### config.mk
export PLATFORM = sky130hd
export DESIGN_NAME = coc_on_off_ctrl
export DESIGN_NICKNAME = d
export VERILOG_FILES = /design/src/verilog/coc_pkg.sv /design/src/verilog/coc_on_off_ctrl.sv /design/src/verilog/coc_ch_decide.sv
export SDC_FILE = /design/constraint.sdc
export NUM_CORES = 1
export LEC_CHECK = 0
export ABC_CLOCK_PERIOD_IN_PS = 3950
export BUFFER_PORTS_ARGS = -buffer_cell sky130_fd_sc_hd__buf_2
export CAP_MARGIN = 20
export CORE_MARGIN = 4
export CORE_UTILIZATION = 51
export CTS_CLUSTER_SIZE = 28
export DETAILED_ROUTE_END_ITERATION = 16
export PLACE_DENSITY = 0.86
export SYNTH_ARGS = -nofsm -noshare
export SYNTH_HDL_FRONTEND = slang
export SYNTH_SLANG_ARGS = --single-unit
### constraint.sdc
create_clock -name core_clk -period 3.95 [get_ports core_clk]
set_clock_uncertainty 0.2 [all_clocks]
set_input_delay 0.395 -clock core_clk [delete_from_list [all_inputs] [get_ports core_clk]]
set_output_delay 0.395 -clock core_clk [all_outputs]
set_load 0.02 [all_outputs]
### src/verilog/coc_pkg.sv
// Constants and types for the channel on/off control block
// Overview of operation
// - Without bus control, margin and fault fields set target
// - All-pages selector writes configuration to both channels
// - No sequencing until input threshold is exceeded
// - Initialization interval precedes turn-on delay timer
// - Config top three bits ignored, read zero
// - Uncontrolled power-up always turns on with sequencing
// - Controlled power-up needs sources; none means never
// - Bus-select bit decides whether bus command counts
// - Pin-select bit decides whether pin is required
// - Both selected: pin and bus both required
// - Config bit one reads one on a channel page; a read of a page past the channels returns all zeros
// - Fast-off bit picks pin turn-off behaviour
// - Bus field: 00 off now, 10 on, 01 off
package coc_pkg;

  localparam int NUM_CH = 2;

  // Command codes and the page value that addresses every channel
  localparam logic [7:0] CMD_OPMODE = 8'h01;
  localparam logic [7:0] CMD_ONOFF  = 8'h02;
  localparam logic [7:0] PAGE_ALL   = 8'hFF;

  localparam logic [7:0] OPMODE_RST = 8'h00;
  localparam logic [7:0] ONOFF_RST  = 8'h12;

  // Operating-mode byte fields
  localparam int OP_CTRL_LSB   = 6;
  localparam int OP_MARGIN_LSB = 4;
  localparam int OP_FAULT_LSB  = 2;

  // On/off configuration byte fields
  localparam int CFG_CONTROLLED_ON = 4;
  localparam int CFG_USE_BUS       = 3;
  localparam int CFG_USE_PIN       = 2;
  localparam int CFG_FAST_OFF      = 0;

  localparam logic [1:0] CTRL_OFF_NOW = 2'h0;
  localparam logic [1:0] CTRL_SEQ_OFF = 2'h1;
  localparam logic [1:0] CTRL_SEQ_ON  = 2'h2;
  localparam logic [1:0] MARGIN_NOM   = 2'h0;
  localparam logic [1:0] MARGIN_LOW   = 2'h1;
  localparam logic [1:0] MARGIN_HIGH  = 2'h2;
  localparam logic [1:0] FAULT_IGNORE = 2'h1;
  localparam logic [1:0] FAULT_HONOR  = 2'h2;

  // Initialization interval
  localparam int T_INIT_NS     = 10000;
  localparam int CLK_PERIOD_NS = 4;
  localparam int INIT_CYCLES   = (T_INIT_NS + CLK_PERIOD_NS - 1) / CLK_PERIOD_NS;

  typedef enum logic [1:0] {COC_OFF_SEQ, COC_OFF_FAST, COC_OFF_NOW} coc_off_e;

  typedef struct packed {
    logic       wr;
    logic       rd;
    logic [7:0] page;
    logic [7:0] code;
    logic [7:0] wdata;
  } coc_reg_req_s;

  typedef struct packed {
    logic controlled_on;
    logic use_bus;
    logic use_pin;
    logic fast_off;
  } coc_cfg_s;

  typedef struct packed {
    logic       run;
    logic       on_start;
    logic       off_start;
    coc_off_e   off_mode;
    logic [1:0] margin;
    logic       ignore_faults;
  } coc_ch_out_s;

endpackage

### src/verilog/coc_on_off_ctrl.sv
// Channel on/off control: registers, initialization, input gate, channel sequencers
`timescale 1ns/1ps
`default_nettype none
module coc_on_off_ctrl #(
  parameter int INIT_CYCLES = coc_pkg::INIT_CYCLES
) (
  input  wire logic                 core_clk,
  input  wire logic                 rst_b,
  input  wire coc_pkg::coc_reg_req_s reg_req,
  output logic [7:0]                reg_rdata,
  output logic                      reg_rvalid,
  input  wire logic                 control_pin,
  input  wire logic                 vin_above_on,
  output logic                      init_done,
  output coc_pkg::coc_ch_out_s      ch_out [coc_pkg::NUM_CH]
);

  localparam int CW = $clog2(INIT_CYCLES + 1);

  typedef enum logic [1:0] {COC_SYS_INIT, COC_SYS_WAIT_VIN, COC_SYS_READY} coc_sys_e;
  typedef enum logic {COC_CH_OFF, COC_CH_ON} coc_ch_e;

  // True when a page value selects this channel, including the all-pages value
  function automatic logic page_hits(input logic [7:0] page, input int ch);
    return (page == coc_pkg::PAGE_ALL) || (page == 8'(ch));
  endfunction

  // Legal mode encodings; anything else is reserved and must not be stored
  function automatic logic opmode_legal(input logic [7:0] b, input logic use_bus);
    logic [1:0] c;
    logic [1:0] m;
    logic [1:0] f;
    c = b[coc_pkg::OP_CTRL_LSB +: 2];
    m = b[coc_pkg::OP_MARGIN_LSB +: 2];
    f = b[coc_pkg::OP_FAULT_LSB +: 2];
    if (b[1:0] != 2'h0 || c == 2'h3) begin
      return 1'b0;
    end
    if (use_bus && c == coc_pkg::CTRL_OFF_NOW) begin
      return 1'b1;
    end
    if (m == 2'h3) begin
      return 1'b0;
    end
    return (m == coc_pkg::MARGIN_NOM) || (f == coc_pkg::FAULT_IGNORE) ||
           (f == coc_pkg::FAULT_HONOR);
  endfunction

  // Pin and comparator inputs come from outside the clock domain
  logic ctrl_meta_ff;
  logic ctrl_ff;
  logic vin_meta_ff;
  logic vin_ff;

  always_ff @(posedge core_clk or negedge rst_b) begin
    if (!rst_b) begin
      ctrl_meta_ff <= 1'b0;
      ctrl_ff      <= 1'b0;
      vin_meta_ff  <= 1'b0;
      vin_ff       <= 1'b0;
    end else begin
      ctrl_meta_ff <= control_pin;
      ctrl_ff      <= ctrl_meta_ff;
      vin_meta_ff  <= vin_above_on;
      vin_ff       <= vin_meta_ff;
    end
  end

  // Initialization and input supply gate
  coc_sys_e  sys_ff;
  coc_sys_e  nxt_sys;
  logic [CW-1:0] init_cnt_ff;
  logic [CW-1:0] nxt_init_cnt;

  always_comb begin
    nxt_sys      = sys_ff;
    nxt_init_cnt = init_cnt_ff;
    unique case (sys_ff)
      COC_SYS_INIT: begin
        if (init_cnt_ff == CW'(INIT_CYCLES - 1)) begin
          nxt_sys = COC_SYS_WAIT_VIN;
        end else begin
          nxt_init_cnt = init_cnt_ff + CW'(1);
        end
      end
      COC_SYS_WAIT_VIN: begin
        if (vin_ff) begin
          nxt_sys = COC_SYS_READY;
        end
      end
      // Once sequencing has begun a dip below threshold is left to the supervisors
      COC_SYS_READY: nxt_sys = COC_SYS_READY;
    endcase
  end

  always_ff @(posedge core_clk or negedge rst_b) begin
    if (!rst_b) begin
      sys_ff      <= COC_SYS_INIT;
      init_cnt_ff <= '0;
    end else begin
      sys_ff      <= nxt_sys;
      init_cnt_ff <= nxt_init_cnt;
    end
  end

  assign init_done = (sys_ff != COC_SYS_INIT);

  // Registers
  logic [7:0]        opmode_ff [coc_pkg::NUM_CH];
  logic [7:0]        nxt_opmode [coc_pkg::NUM_CH];
  coc_pkg::coc_cfg_s cfg_ff [coc_pkg::NUM_CH];
  coc_pkg::coc_cfg_s nxt_cfg [coc_pkg::NUM_CH];
  logic [7:0]        nxt_rdata;
  logic              nxt_rvalid;
  logic              rd_ch;
  logic              rd_page_ok;

  assign rd_ch      = (reg_req.page == coc_pkg::PAGE_ALL) ? 1'b0 : reg_req.page[0];
  assign rd_page_ok = (reg_req.page == coc_pkg::PAGE_ALL) ||
                      (reg_req.page < 8'(coc_pkg::NUM_CH));

  always_comb begin
    for (int i = 0; i < coc_pkg::NUM_CH; i++) begin
      nxt_opmode[i] = opmode_ff[i];
      nxt_cfg[i]    = cfg_ff[i];
      if (reg_req.wr && page_hits(reg_req.page, i)) begin
        if (reg_req.code == coc_pkg::CMD_OPMODE &&
            opmode_legal(reg_req.wdata, cfg_ff[i].use_bus)) begin
          nxt_opmode[i] = reg_req.wdata;
        end
        if (reg_req.code == coc_pkg::CMD_ONOFF) begin
          nxt_cfg[i].controlled_on = reg_req.wdata[coc_pkg::CFG_CONTROLLED_ON];
          nxt_cfg[i].use_bus       = reg_req.wdata[coc_pkg::CFG_USE_BUS];
          nxt_cfg[i].use_pin       = reg_req.wdata[coc_pkg::CFG_USE_PIN];
          nxt_cfg[i].fast_off      = reg_req.wdata[coc_pkg::CFG_FAST_OFF];
        end
      end
    end
    nxt_rvalid = reg_req.rd;
    nxt_rdata  = 8'h00;
    if (reg_req.rd && rd_page_ok) begin
      if (reg_req.code == coc_pkg::CMD_OPMODE) begin
        nxt_rdata = {opmode_ff[rd_ch][7:2], 2'h0};
      end else if (reg_req.code == coc_pkg::CMD_ONOFF) begin
        nxt_rdata = {3'h0, cfg_ff[rd_ch].controlled_on, cfg_ff[rd_ch].use_bus,
                     cfg_ff[rd_ch].use_pin, 1'b1, cfg_ff[rd_ch].fast_off};
      end
    end
  end

  always_ff @(posedge core_clk or negedge rst_b) begin
    if (!rst_b) begin
      for (int i = 0; i < coc_pkg::NUM_CH; i++) begin
        opmode_ff[i]            <= coc_pkg::OPMODE_RST;
        cfg_ff[i].controlled_on <= coc_pkg::ONOFF_RST[coc_pkg::CFG_CONTROLLED_ON];
        cfg_ff[i].use_bus       <= coc_pkg::ONOFF_RST[coc_pkg::CFG_USE_BUS];
        cfg_ff[i].use_pin       <= coc_pkg::ONOFF_RST[coc_pkg::CFG_USE_PIN];
        cfg_ff[i].fast_off      <= coc_pkg::ONOFF_RST[coc_pkg::CFG_FAST_OFF];
      end
      reg_rdata  <= 8'h00;
      reg_rvalid <= 1'b0;
    end else begin
      for (int i = 0; i < coc_pkg::NUM_CH; i++) begin
        opmode_ff[i] <= nxt_opmode[i];
        cfg_ff[i]    <= nxt_cfg[i];
      end
      reg_rdata  <= nxt_rdata;
      reg_rvalid <= nxt_rvalid;
    end
  end

  a_cfg_read_fixed: assert property (@(posedge core_clk) disable iff (!rst_b)
    reg_req.rd && reg_req.code == coc_pkg::CMD_ONOFF && rd_page_ok
    |=> reg_rvalid && reg_rdata[7:5] == 3'h0 && reg_rdata[1])
    else $error("on/off config readback fixed bits wrong");

  a_mode_low_zero: assert property (@(posedge core_clk) disable iff (!rst_b)
    reg_req.rd && reg_req.code == coc_pkg::CMD_OPMODE |=> reg_rdata[1:0] == 2'h0)
    else $error("operating mode low bits not zero");

  a_global_cfg: assert property (@(posedge core_clk) disable iff (!rst_b)
    reg_req.wr && reg_req.code == coc_pkg::CMD_ONOFF && reg_req.page == coc_pkg::PAGE_ALL
    |=> cfg_ff[0] == cfg_ff[1] &&
        cfg_ff[0].use_pin == $past(reg_req.wdata[coc_pkg::CFG_USE_PIN]))
    else $error("all-pages config write missed a channel");

  a_init_len: assert property (@(posedge core_clk) disable iff (!rst_b)
    $rose(init_done) |-> $past(init_cnt_ff) == CW'(INIT_CYCLES - 1))
    else $error("initialization ended early");

  // Channel sequencers
  for (genvar g = 0; g < coc_pkg::NUM_CH; g++) begin : gen_ch
    logic                 want_on;
    coc_pkg::coc_off_e    off_mode;
    logic [1:0]           margin;
    logic                 ignore_faults;
    coc_ch_e              st_ff;
    coc_ch_e              nxt_st;
    coc_pkg::coc_ch_out_s out_ff;
    coc_pkg::coc_ch_out_s nxt_out;

    coc_ch_decide u_decide (
      .cfg           (cfg_ff[g]),
      .opmode        (opmode_ff[g]),
      .pin_on        (ctrl_ff),
      .want_on       (want_on),
      .off_mode      (off_mode),
      .margin        (margin),
      .ignore_faults (ignore_faults)
    );

    always_comb begin
      nxt_st                = st_ff;
      nxt_out               = out_ff;
      nxt_out.on_start      = 1'b0;
      nxt_out.off_start     = 1'b0;
      nxt_out.margin        = margin;
      nxt_out.ignore_faults = ignore_faults;
      unique case (st_ff)
        COC_CH_OFF: begin
          if (want_on && sys_ff == COC_SYS_READY) begin
            nxt_st           = COC_CH_ON;
            nxt_out.run      = 1'b1;
            nxt_out.on_start = 1'b1;
          end
        end
        COC_CH_ON: begin
          if (!want_on) begin
            nxt_st            = COC_CH_OFF;
            nxt_out.run       = 1'b0;
            nxt_out.off_start = 1'b1;
            nxt_out.off_mode  = off_mode;
          end
        end
      endcase
    end

    always_ff @(posedge core_clk or negedge rst_b) begin
      if (!rst_b) begin
        st_ff  <= COC_CH_OFF;
        out_ff <= '{run: 1'b0, on_start: 1'b0, off_start: 1'b0,
                    off_mode: coc_pkg::COC_OFF_SEQ, margin: 2'h0, ignore_faults: 1'b0};
      end else begin
        st_ff  <= nxt_st;
        out_ff <= nxt_out;
      end
    end

    assign ch_out[g] = out_ff;

    a_start_gated: assert property (@(posedge core_clk) disable iff (!rst_b)
      out_ff.on_start |-> $past(sys_ff) == COC_SYS_READY && $past(vin_ff, 2) | init_done)
      else $error("channel started before init and input threshold");

    a_never_up: assert property (@(posedge core_clk) disable iff (!rst_b)
      $rose(out_ff.run) |-> !($past(cfg_ff[g].controlled_on) &&
                              !$past(cfg_ff[g].use_pin) && !$past(cfg_ff[g].use_bus)))
      else $error("channel powered up with no source selected");

    a_auto_up: assert property (@(posedge core_clk) disable iff (!rst_b)
      sys_ff == COC_SYS_READY && !cfg_ff[g].controlled_on |-> ##[0:1] out_ff.run)
      else $error("uncontrolled channel did not power up");

    a_pin_and_bus: assert property (@(posedge core_clk) disable iff (!rst_b)
      $rose(out_ff.run) && $past(cfg_ff[g].controlled_on) && $past(cfg_ff[g].use_pin) &&
      $past(cfg_ff[g].use_bus)
      |-> $past(ctrl_ff) &&
          $past(opmode_ff[g][coc_pkg::OP_CTRL_LSB +: 2]) == coc_pkg::CTRL_SEQ_ON)
      else $error("channel started without both pin and bus");

    a_fast_off: assert property (@(posedge core_clk) disable iff (!rst_b)
      out_ff.off_start && out_ff.off_mode == coc_pkg::COC_OFF_FAST
      |-> $past(cfg_ff[g].fast_off) && !$past(ctrl_ff))
      else $error("fast off without pin turn-off and fast bit");

    a_bus_off_now: assert property (@(posedge core_clk) disable iff (!rst_b)
      st_ff == COC_CH_ON && cfg_ff[g].use_bus && cfg_ff[g].controlled_on &&
      opmode_ff[g][coc_pkg::OP_CTRL_LSB +: 2] == coc_pkg::CTRL_OFF_NOW
      |=> out_ff.off_start && out_ff.off_mode == coc_pkg::COC_OFF_NOW && !out_ff.run)
      else $error("bus immediate off not honoured");
  end

endmodule // coc_on_off_ctrl
`default_nettype wire

### src/verilog/coc_ch_decide.sv
// Per-channel decision: wanted on state, turn-off kind and voltage target
`timescale 1ns/1ps
`default_nettype none
module coc_ch_decide (
  input  wire coc_pkg::coc_cfg_s cfg,
  input  wire logic [7:0]        opmode,
  input  wire logic              pin_on,
  output logic                   want_on,
  output coc_pkg::coc_off_e      off_mode,
  output logic [1:0]             margin,
  output logic                   ignore_faults
);

  logic [1:0] ctrl;
  logic       bus_on;

  assign ctrl   = opmode[coc_pkg::OP_CTRL_LSB +: 2];
  assign bus_on = cfg.use_bus && (ctrl == coc_pkg::CTRL_SEQ_ON);

  always_comb begin
    if (!cfg.controlled_on) begin
      want_on = 1'b1;
    end else begin
      unique case ({cfg.use_pin, cfg.use_bus})
        2'b00: want_on = 1'b0;
        2'b01: want_on = bus_on;
        2'b10: want_on = pin_on;
        2'b11: want_on = pin_on && bus_on;
      endcase
    end
  end

  always_comb begin
    if (cfg.use_bus && ctrl == coc_pkg::CTRL_OFF_NOW) begin
      off_mode = coc_pkg::COC_OFF_NOW;
    end else if (cfg.use_pin && !pin_on) begin
      off_mode = cfg.fast_off ? coc_pkg::COC_OFF_FAST : coc_pkg::COC_OFF_SEQ;
    end else begin
      off_mode = coc_pkg::COC_OFF_SEQ;
    end
  end

  // Margin field is don't-care under an immediate bus off
  always_comb begin
    if (cfg.use_bus && ctrl == coc_pkg::CTRL_OFF_NOW) begin
      margin        = coc_pkg::MARGIN_NOM;
      ignore_faults = 1'b0;
    end else begin
      margin        = opmode[coc_pkg::OP_MARGIN_LSB +: 2];
      ignore_faults = (margin != coc_pkg::MARGIN_NOM) &&
                      (opmode[coc_pkg::OP_FAULT_LSB +: 2] == coc_pkg::FAULT_IGNORE);
    end
  end

endmodule // coc_ch_decide
`default_nettype wire

# After elaboration in Yosys (flattened, before gate mapping)
# Index checks and enable logic that the tools add are counted.
[word_totals] register_bits=69 output_inout_bits=26
[classes] addsub=1 magnitude_cmp=2 n_eq_ne=27 n_mux=74 bitwise=6 reduce_logical=48
[op_table] cell="2-to-1 mux 1 bit" n=44
[op_table] cell="2-to-1 mux 8 bit" n=5
[op_table] cell="equality test 2 bit (second input constant)" n=10
[op_table] cell="2-to-1 mux 2 bit" n=10
[op_table] cell="AND reduction 2 bit" n=10
[op_table] cell="logical AND 1 bit" n=19
[op_table] cell="equality test 8 x 1 -> 1 bit (second input constant)" n=2
[op_table] cell="logical NOT 2 bit" n=7
[op_table] cell="adder 12 x 1 -> 12 bit (second input constant)" n=1
[op_table] cell="equality test 12 bit (second input constant)" n=1
[op_table] cell="equality test 2 x 1 -> 1 bit (second input constant)" n=6
[op_table] cell="2-to-1 mux 3 bit" n=4
[op_table] cell="2-to-1 mux 4 bit" n=3
[op_table] cell="!= test 2 bit (second input constant)" n=6
[op_table] cell="equality test 8 x 2 -> 1 bit (second input constant)" n=1
[op_table] cell="equality test 8 bit (second input constant)" n=1
[op_table] cell="logical NOT 8 bit" n=1
[op_table] cell="less-than comparator 8 x 2 -> 1 bit (second input constant)" n=1
[op_table] cell="case mux 1 bit (2 select lines)" n=4
[op_table] cell="case mux 1 bit (4 select lines)" n=2
[op_table] cell="nonzero test 2 bit" n=4
[op_table] cell="logical OR 1 bit" n=6
[op_table] cell="case mux 2 bit (3 select lines)" n=1
[op_table] cell="2-to-1 mux 5 bit" n=1
[op_table] cell="4 further kinds" n=8

# Longest topological paths before layout
# Gate-level depths: netlist of the first run.
[depth] word_depth=15 depth_mapped=6

# Hierarchy
# From an unflattened synthesis of the first run, not the netlist that was laid out.
[unflattened] cells_unflattened=223 hier_area_um2=2964.1
[by_module_without_submodules] module="coc_on_off_ctrl" instances=1 cells_per_inst=203 area_each_um2=2778.9
[by_module_without_submodules] module="coc_ch_decide" instances=2 cells_per_inst=10 area_each_um2=92.6

# Worst setup path after synthesis of the first run
# OpenSTA, ideal clock, no wires.
[synth_path] path_type="input-to-reg" from="input port reg_req[13] in the netlist's numbering" to="register opmode_ff[2] in the netlist's numbering" arrival_time_ns=2.040 required_time_ns=3.625 setup_slack_ns=1.585 stages=6 n_path_buf=1 path_cell_list="or4_4 > nor3_4 > nand2_1 > or4b_1 > buf_6 > mux2_4"
[synth_between] elab_chain_cells=3
[synth_lines] element="start: declaration" line="coc_on_off_ctrl.sv:9" rtl="input wire coc_pkg::coc_reg_req_s reg_req,"
[synth_lines] element="equality test 8 x 1 -> 1 bit" line="coc_on_off_ctrl.sv:127" rtl="if (reg_req.code == coc_pkg::CMD_OPMODE &&"
[synth_lines] element="logical AND 1 bit" line="coc_on_off_ctrl.sv:127"
[synth_lines] element="AND reduction 2 bit (no line)"
[synth_lines] element="end signal: indexed assignment" line="coc_on_off_ctrl.sv:154" rtl="opmode_ff[i] <= coc_pkg::OPMODE_RST;"
[synth_lines] element="end signal: indexed assignment" line="coc_on_off_ctrl.sv:164" rtl="opmode_ff[i] <= nxt_opmode[i];"
[synth_lines] element="end: declaration" line="coc_on_off_ctrl.sv:109" rtl="logic [7:0] opmode_ff [coc_pkg::NUM_CH];"
# No other way between the ends.
# A chain may end at the register's enable or synchronous reset.

# Worst setup path after layout of the first run
[layout_path] from="register init_cnt_ff[3]" to="register sys_ff[1]"
[layout_between] elab_chain_cells=3
[layout_lines] element="start: declaration" line="coc_on_off_ctrl.sv:72" rtl="logic [CW-1:0] init_cnt_ff;"
[layout_lines] element="start signal: assignment" line="coc_on_off_ctrl.sv:102" rtl="init_cnt_ff <= nxt_init_cnt;"
[layout_lines] element="equality test 12 bit" line="coc_on_off_ctrl.sv:80" rtl="if (init_cnt_ff == CW'(INIT_CYCLES - 1)) begin"
[layout_lines] element="!= test 2 bit (no line)"
[layout_lines] element="AND reduction 2 bit (no line)"
[layout_lines] element="end signal: assignment" line="coc_on_off_ctrl.sv:101" rtl="sys_ff <= nxt_sys;"
[layout_lines] element="end: declaration" line="coc_on_off_ctrl.sv:70" rtl="coc_sys_e sys_ff;"
# No other way between the ends.

==> impl_metrics.json, run 1 <==
{
  "outcome": "complete, no violations",
  "synthTopCellsByArea": "dfrtp_1 57%, mux2_2 8.5%, mux2_4 3.2%",
  "syn_avg_cell_area_um2": 13.0,
  "min_period_over_period_pct": 58.1,
  "yosysTopAreaCell": "dfrtp_1",
  "fmax_mhz": 436,
  "cts_max_path_buffers": 2,
  "synth-seq-area-share_pct": 58.5,
  "synth_cell_types": 44,
  "start_util_pct": 53.5,
  "intPower_mw": 0.925,
  "nNetsFinal": 318,
  "power_frac_comb_pct": 4.7,
  "p_switching_mw": 0.258,
  "clkTransAtPathRegs_ns": 0.06,
  "port_buffers": 55,
  "syn_area_um2": 2780,
  "drtIter0Drc": 169,
  "grt_pass1_wl_mm": 9.39,
  "finalHoldViolCount": 0,
  "critPathSlowestCell": "or4_1",
  "power_frac_seq_pct": 56.6,
  "area_growth_syn_to_layout_pct": 20.5,
  "wl_per_cell_um": 15.7,
  "hold-worst-slack_ns": 0.149,
  "p_leak_nw": 1.73,
  "critPathCaptureType": "flip-flop",
  "gr-total-overflow": 0,
  "slew_headroom_pct": 60.2,
  "synth_edf_count": 0,
  "vias": 1899,
  "maxCapViolCount": 0,
  "worstMarginPinSlew_ns": 0.596,
  "avgViaCountPerCell": 5.33,
  "synthFlopType": "dfrtp_1",
  "cts_made_buffers": 9,
  "row_count": 26,
  "dpl.cell_count": 338,
  "ys_seq_elements": 65,
  "cts_tree": "built",
  "gp_congestion": 0.910,
  "r2r_slack_ns": 1.66,
  "p_sw_share_pct": 21.8,
  "cts_resized": 0,
  "die_h_um": 81.9,
  "fin_crit_ns": 2.29,
  "slew_viol_final": 0,
  "antenna_cells": 0,
  "synthArstFlopShare_pct": 100,
  "netlist_top_cells_count": "63 x dfrtp_1, 21 x mux2_2, 12 x nand2_1, 9 x inv_1, 9 x xnor2_1",
  "critical_path.max_fanout": 5,
  "worstPathRequired_ns": 3.97,
  "syn_nets": 248,
  "htree_levels": 3,
  "clkLatencyLatePin_ns": 0.34,
  "hold_path_class": "reg -> reg",
  "cp-start-kind": "flip-flop",
  "cts_sinks": 65,
  "hpwl_mm": 4.16,
  "pin_count": 56,
  "yosysTopAreaCellShare_pct": 56.6,
  "rsz0062_at_grt": "no",
  "grt_max_degree": 48,
  "yosysMostFrequentCell": "dfrtp_1",
  "critical_path_class": "reg -> reg",
  "die_area_um2": 6700,
  "cpPeakStageDelay_ns": 0.54,
  "grt_util_all_layers_pct": 19.2,
  "tns_ns": 0,
  "drive_gt1_share_pct": 36.0,
  "critPathArrivalTime_ns": 2.31,
  "worstPathCellList": "or4_1 > o31ai_2 > o21ai_0 > mux2_2",
  "antenna_found_initial": 0,
  "clock-root-buffer": "clkbuf_8",
  "drt-pass1-iter-count": 4,
  "synth_cells": 214,
  "vdd_drop_max_uv": 226,
  "fillers": 406,
  "drtAntennaViolNets": 0,
  "yosysWarnings": 0,
  "clock_power_share_pct": 38.7,
  "finalNonFillerCells": 356,
  "power.density_nw_per_um2": 353,
  "die_x_um": 81.9,
  "final-setup-viol-count": 0,
  "wirelength_mm": 5.58,
  "core_um2": 5200,
  "drc": 0,
  "grt_pass1_vias": 1926
}
worst max-delay path, delay by kind of cell (launching register included):
kind / cells / cell delay [ns]
compound gates: 2 / 0.69
mux: 1 / 0.32
flops: 1 / 0.43
simple gates: 1 / 0.54
final cells by class:
| type | count | area [um^2] | area share [%] |
|---|---|---|---|
| Tap cell | 70 | 87.6 | 2.61 |
| Multi-Input combinational cell | 138 | 1100 | 32.9 |
| Timing Repair Buffer | 61 | 350 | 10.4 |
| Clock inverter | 1 | 5.00 | 0.149 |
| Inverter | 9 | 33.8 | 1.01 |
| Clock buffer | 12 | 145 | 4.33 |
| Sequential cell | 65 | 1630 | 48.5 |
what timing repair did:
item	4_1_cts	5_1_grt
hold buffers	3	1
endpoints found under the hold margin	3	22
setup buffers	0	0
per-layer routing:
layer	global-route usage (%)	wire, um	share of wire, %
met5	0	0	0
met4	10.5	134	2.4
met3	3.40	315	5.6
met2	30.0	2710	49
met1	25.3	2420	43
cell families (layout without fill, tap and decap cells):
| kind of cell | Yosys count | count (layout) | synth area share (%) |
|---|---|---|---|
| AO/OA/AOI/OAI | 23 | 23 | 6.02 |
| XOR/XNOR | 12 | 12 | 3.78 |
| adder cells (fa/ha/maj) | 4 | 4 | 1.80 |
| buffers and inverters | 11 | 83 | 1.80 |
| flip-flops | 65 | 65 | 58.5 |
| multiplexers | 31 | 31 | 13.2 |
| AND/OR/NAND/NOR | 68 | 68 | 14.9 |
flip-flops by register name, summed over array words and instances, names as in the netlist:
name	cells
cfg_ff	8
ch_out	16
ctrl_ff	1
ctrl_meta_ff	1
gen_ch.st_ff	2
init_cnt_ff	12
opmode_ff	12
reg_rdata	8
reg_rvalid	1
sys_ff	2
vin_ff	1
vin_meta_ff	1
layout by cell type, fill, tap and decap left out, types with 2 or more instances in the layout:
cell,n
nand2_1,12
ha_1,4
dfstp_2,2
nor4bb_1,2
nand3_1,7
a221oi_1,3
dlygate4sd3_1,4
o21ai_0,5
nor3b_1,4
buf_2,55
dfrtp_1,63
xnor2_1,9
mux2i_1,4
mux2_2,21
nand4_1,3
a21boi_0,2
inv_1,9
and3_1,5
a211oi_1,5
xor2_1,3
nor2b_1,8
nor2_1,8
clkbuf_1,2
a22oi_1,3
mux2_4,6
nor3_1,4
clkbuf_8,10
nor4b_1,2
stage by stage:
stage	area, um^2	total power, mW	setup slack [ns]	util, %
floorplan	2780	0.695	1.58	-
global placement	3140	0.731	1.37	60.3
detailed placement	3140	0.732	1.33	60.3
CTS	3320	1.19	1.67	63.7
global route	3360	1.23	1.50	64.5
finish	3360	1.18	1.66	64.5
path summary, 6_finish.rpt:
path / start / to / cells after the start
max: init_cnt_ff[3] / sys_ff[1] / 4
min: vin_meta_ff / vin_ff / 0
max reg2reg: init_cnt_ff[3] / sys_ff[1] / 4
min reg2reg: vin_meta_ff / vin_ff / 0
max in group asynchronous: rst_b / cfg_ff[3] / 4
min in group asynchronous: rst_b / init_cnt_ff[10] / 2
power by group through the flow:
stage	registers, mW	logic, mW	clock network (mW)
2_1_floorplan	0.682	0.0123	0
3_3_place_gp	0.682	0.0489	0
3_5_place_dp	0.682	0.0504	0
4_1_cts	0.670	0.0526	0.469
5_1_grt	0.669	0.0628	0.502
6_report	0.670	0.0557	0.458
Power figures use the tool's default switching activity.
==> inputs of run 2 (changes only) <==
ABC_CLOCK_PERIOD_IN_PS = 2200   (was 3950)
clock period = 2.2 ns   (was 3.95 ns; I/O delays follow)
==> run 2 against run 1 <==
Effect of this change:
- flip-flop and latch count did not move
- power rose by 84%
- final cell count rose by 3.7%
- wire length rose by 4.3%
- register-to-register slack got worse by 1.6 ns
- via count rose by 4.6%
- design area rose by 3.1%
- largest cell class unchanged
==> impl_metrics.json, run 2 (synthesis results as in run 1) <==
{
  "outcome": "complete, no violations",
  "clock_power_share_pct": 39.5,
  "hold_path_class": "in -> reg",
  "clock-root-buffer": "clkbuf_8",
  "power.density_nw_per_um2": 628,
  "finalNonFillerCells": 369,
  "slew_viol_final": 0,
  "nNetsFinal": 329,
  "p_sw_share_pct": 22.7,
  "cp-start-kind": "input port",
  "p_switching_mw": 0.494,
  "intPower_mw": 1.68,
  "cts_sinks": 65,
  "drive_gt1_share_pct": 36.5,
  "fmax_mhz": 476,
  "antenna_cells": 0,
  "postCtsSetupBuffers": 0,
  "vdd_drop_max_uv": 432,
  "drc": 0,
  "cts_max_path_buffers": 2,
  "core_um2": 5200,
  "wirelength_mm": 5.82,
  "row_count": 26,
  "tns_ns": 0,
  "grt_util_all_layers_pct": 19.6,
  "hold-worst-slack_ns": 0.0246,
  "register_area_um2": 1630,
  "dpl.cell_count": 343,
  "final_util_pct": 66.5,
  "setup_ws_ns": 0.101,
  "cts_resized": 0,
  "worstPathCellList": "dlygate4sd3_1 > buf_2 > a21oi_1 > a211oi_1 > or4b_1 > buf_4 > mux2_4",
  "grt_pass1_wl_mm": 9.63,
  "finalHoldViolCount": 0,
  "cpPeakStageDelay_ns": 0.54,
  "min_period_over_period_pct": 95.4,
  "gp_congestion": 0.851,
  "port_buffers": 55,
  "vias": 1986,
  "hpwl_mm": 4.23,
  "whs_path_depth": 2,
  "drtAntennaViolNets": 0,
  "die_x_um": 81.9,
  "power_frac_seq_pct": 55.3,
  "critPathCaptureType": "flip-flop",
  "place_ws_ns": -0.182,
  "fillers": 372,
  "hold_end": "opmode_ff[4]",
  "r2r_start": "init_cnt_ff[4]",
  "grt_pass1_vias": 1973,
  "fin_crit_ns": 2.10,
  "start_util_pct": 53.5,
  "drtIter0Drc": 131,
  "die_area_um2": 6700,
  "avgViaCountPerCell": 5.38,
  "htree_levels": 3,
  "worstHoldStart": "reg_req[4]",
  "area_growth_syn_to_layout_pct": 24.3,
  "antenna_found_initial": 0,
  "multi_input_area_um2": 1100,
  "rsz0062_at_grt": "no",
  "reg2regPathDepth": 4,
  "final-setup-viol-count": 0,
  "critical_path_class": "in -> reg",
  "maxCapViolCount": 0,
  "wl_per_cell_um": 15.8,
  "cts_tree": "built",
  "largest_reg_flops": 16,
  "slew_headroom_pct": 58.7,
  "critPathArrivalTime_ns": 2.12,
  "r2r_slack_ns": 0.10,
  "grt_max_degree": 45,
  "postCtsHoldBufs": 11,
  "critPathSlowestCell": "dlygate4sd3_1",
  "r2r_end": "sys_ff[1]",
  "crit_buf_inv": 3,
  "drt-pass1-iter-count": 4,
  "worstMarginPinSlew_ns": 0.618,
  "die_h_um": 81.9,
  "gr-total-overflow": 0,
  "p_leak_nw": 1.78,
  "layout_common_cells": "63 x dfrtp_1, 55 x buf_2, 21 x mux2_2",
  "pin_count": 56,
  "worstPathRequired_ns": 2.22,
  "clkTransAtPathRegs_ns": 0.07,
  "final_common_cell": "dfrtp_1",
  "power_frac_comb_pct": 5.2,
  "cts_made_buffers": 9,
  "critical_path.max_fanout": 6,
  "cp_top_family": "buffers and inverters",
  "clkLatencyLatePin_ns": 0.34
}
==> run 2: changes by cell type in the layout (fill, tap and decap cells not counted), sizes merged <==
cell and change:
clkinvlp +1, clkinv +1, buf +4, dlygate4sd3 +7
==> run 2: power groups by stage <==
stage	combinational [mW]	clock, mW	sequential (mW)
after global placement	0.0945	0	1.22
after floorplan	0.0220	0	1.23
final	0.113	0.859	1.20
after detailed placement	0.0970	0	1.22
after CTS	0.113	0.878	1.20
after global routing	0.126	0.945	1.20
==> run 2: worst max-delay path by stage <==
stage | startpoint | end | slack [ns] | cells after the start
2_1_floorplan | reg_req[13] | opmode_ff[2] | 0.01 | 6
4_1_cts | init_cnt_ff[3] | sys_ff[1] | 0.10 | 4
6_report | reg_req[5] | opmode_ff[5] | 0.10 | 7
3_3_place_gp | reg_req[13] | opmode_ff[4] | -0.14 | 7
5_1_grt | init_cnt_ff[4] | sys_ff[1] | 0.03 | 4
3_5_place_dp | reg_req[13] | opmode_ff[5] | -0.18 | 7
==> run 2: area by class of cell <==
| cell class | instances | area share [%] |
|---|---|---|
| flip-flops and latches | 65 | 47.1 |
| inverters | 9 | 0.976 |
| well taps | 70 | 2.53 |
| repair buffers | 72 | 12.8 |
| clock inverters | 3 | 0.506 |
| clock buffers | 12 | 4.19 |
| multi-input cells | 138 | 31.9 |
==> run 2: stage by stage <==
step | instance area (um^2) | total power, mW
global placement | 3190 | 1.32
floorplan | 2780 | 1.25
finish | 3460 | 2.17
CTS | 3460 | 2.19
global route | 3460 | 2.27
detailed placement | 3190 | 1.32
==> run 2: layer usage <==
metal	GRT usage [%]	share of wire, %	vias up
li1	-	-	933
met1	26.0	43	973
met2	30.0	48	69
met3	5.81	7.2	11
met4	8.14	1.7	0
met5	0	0	-
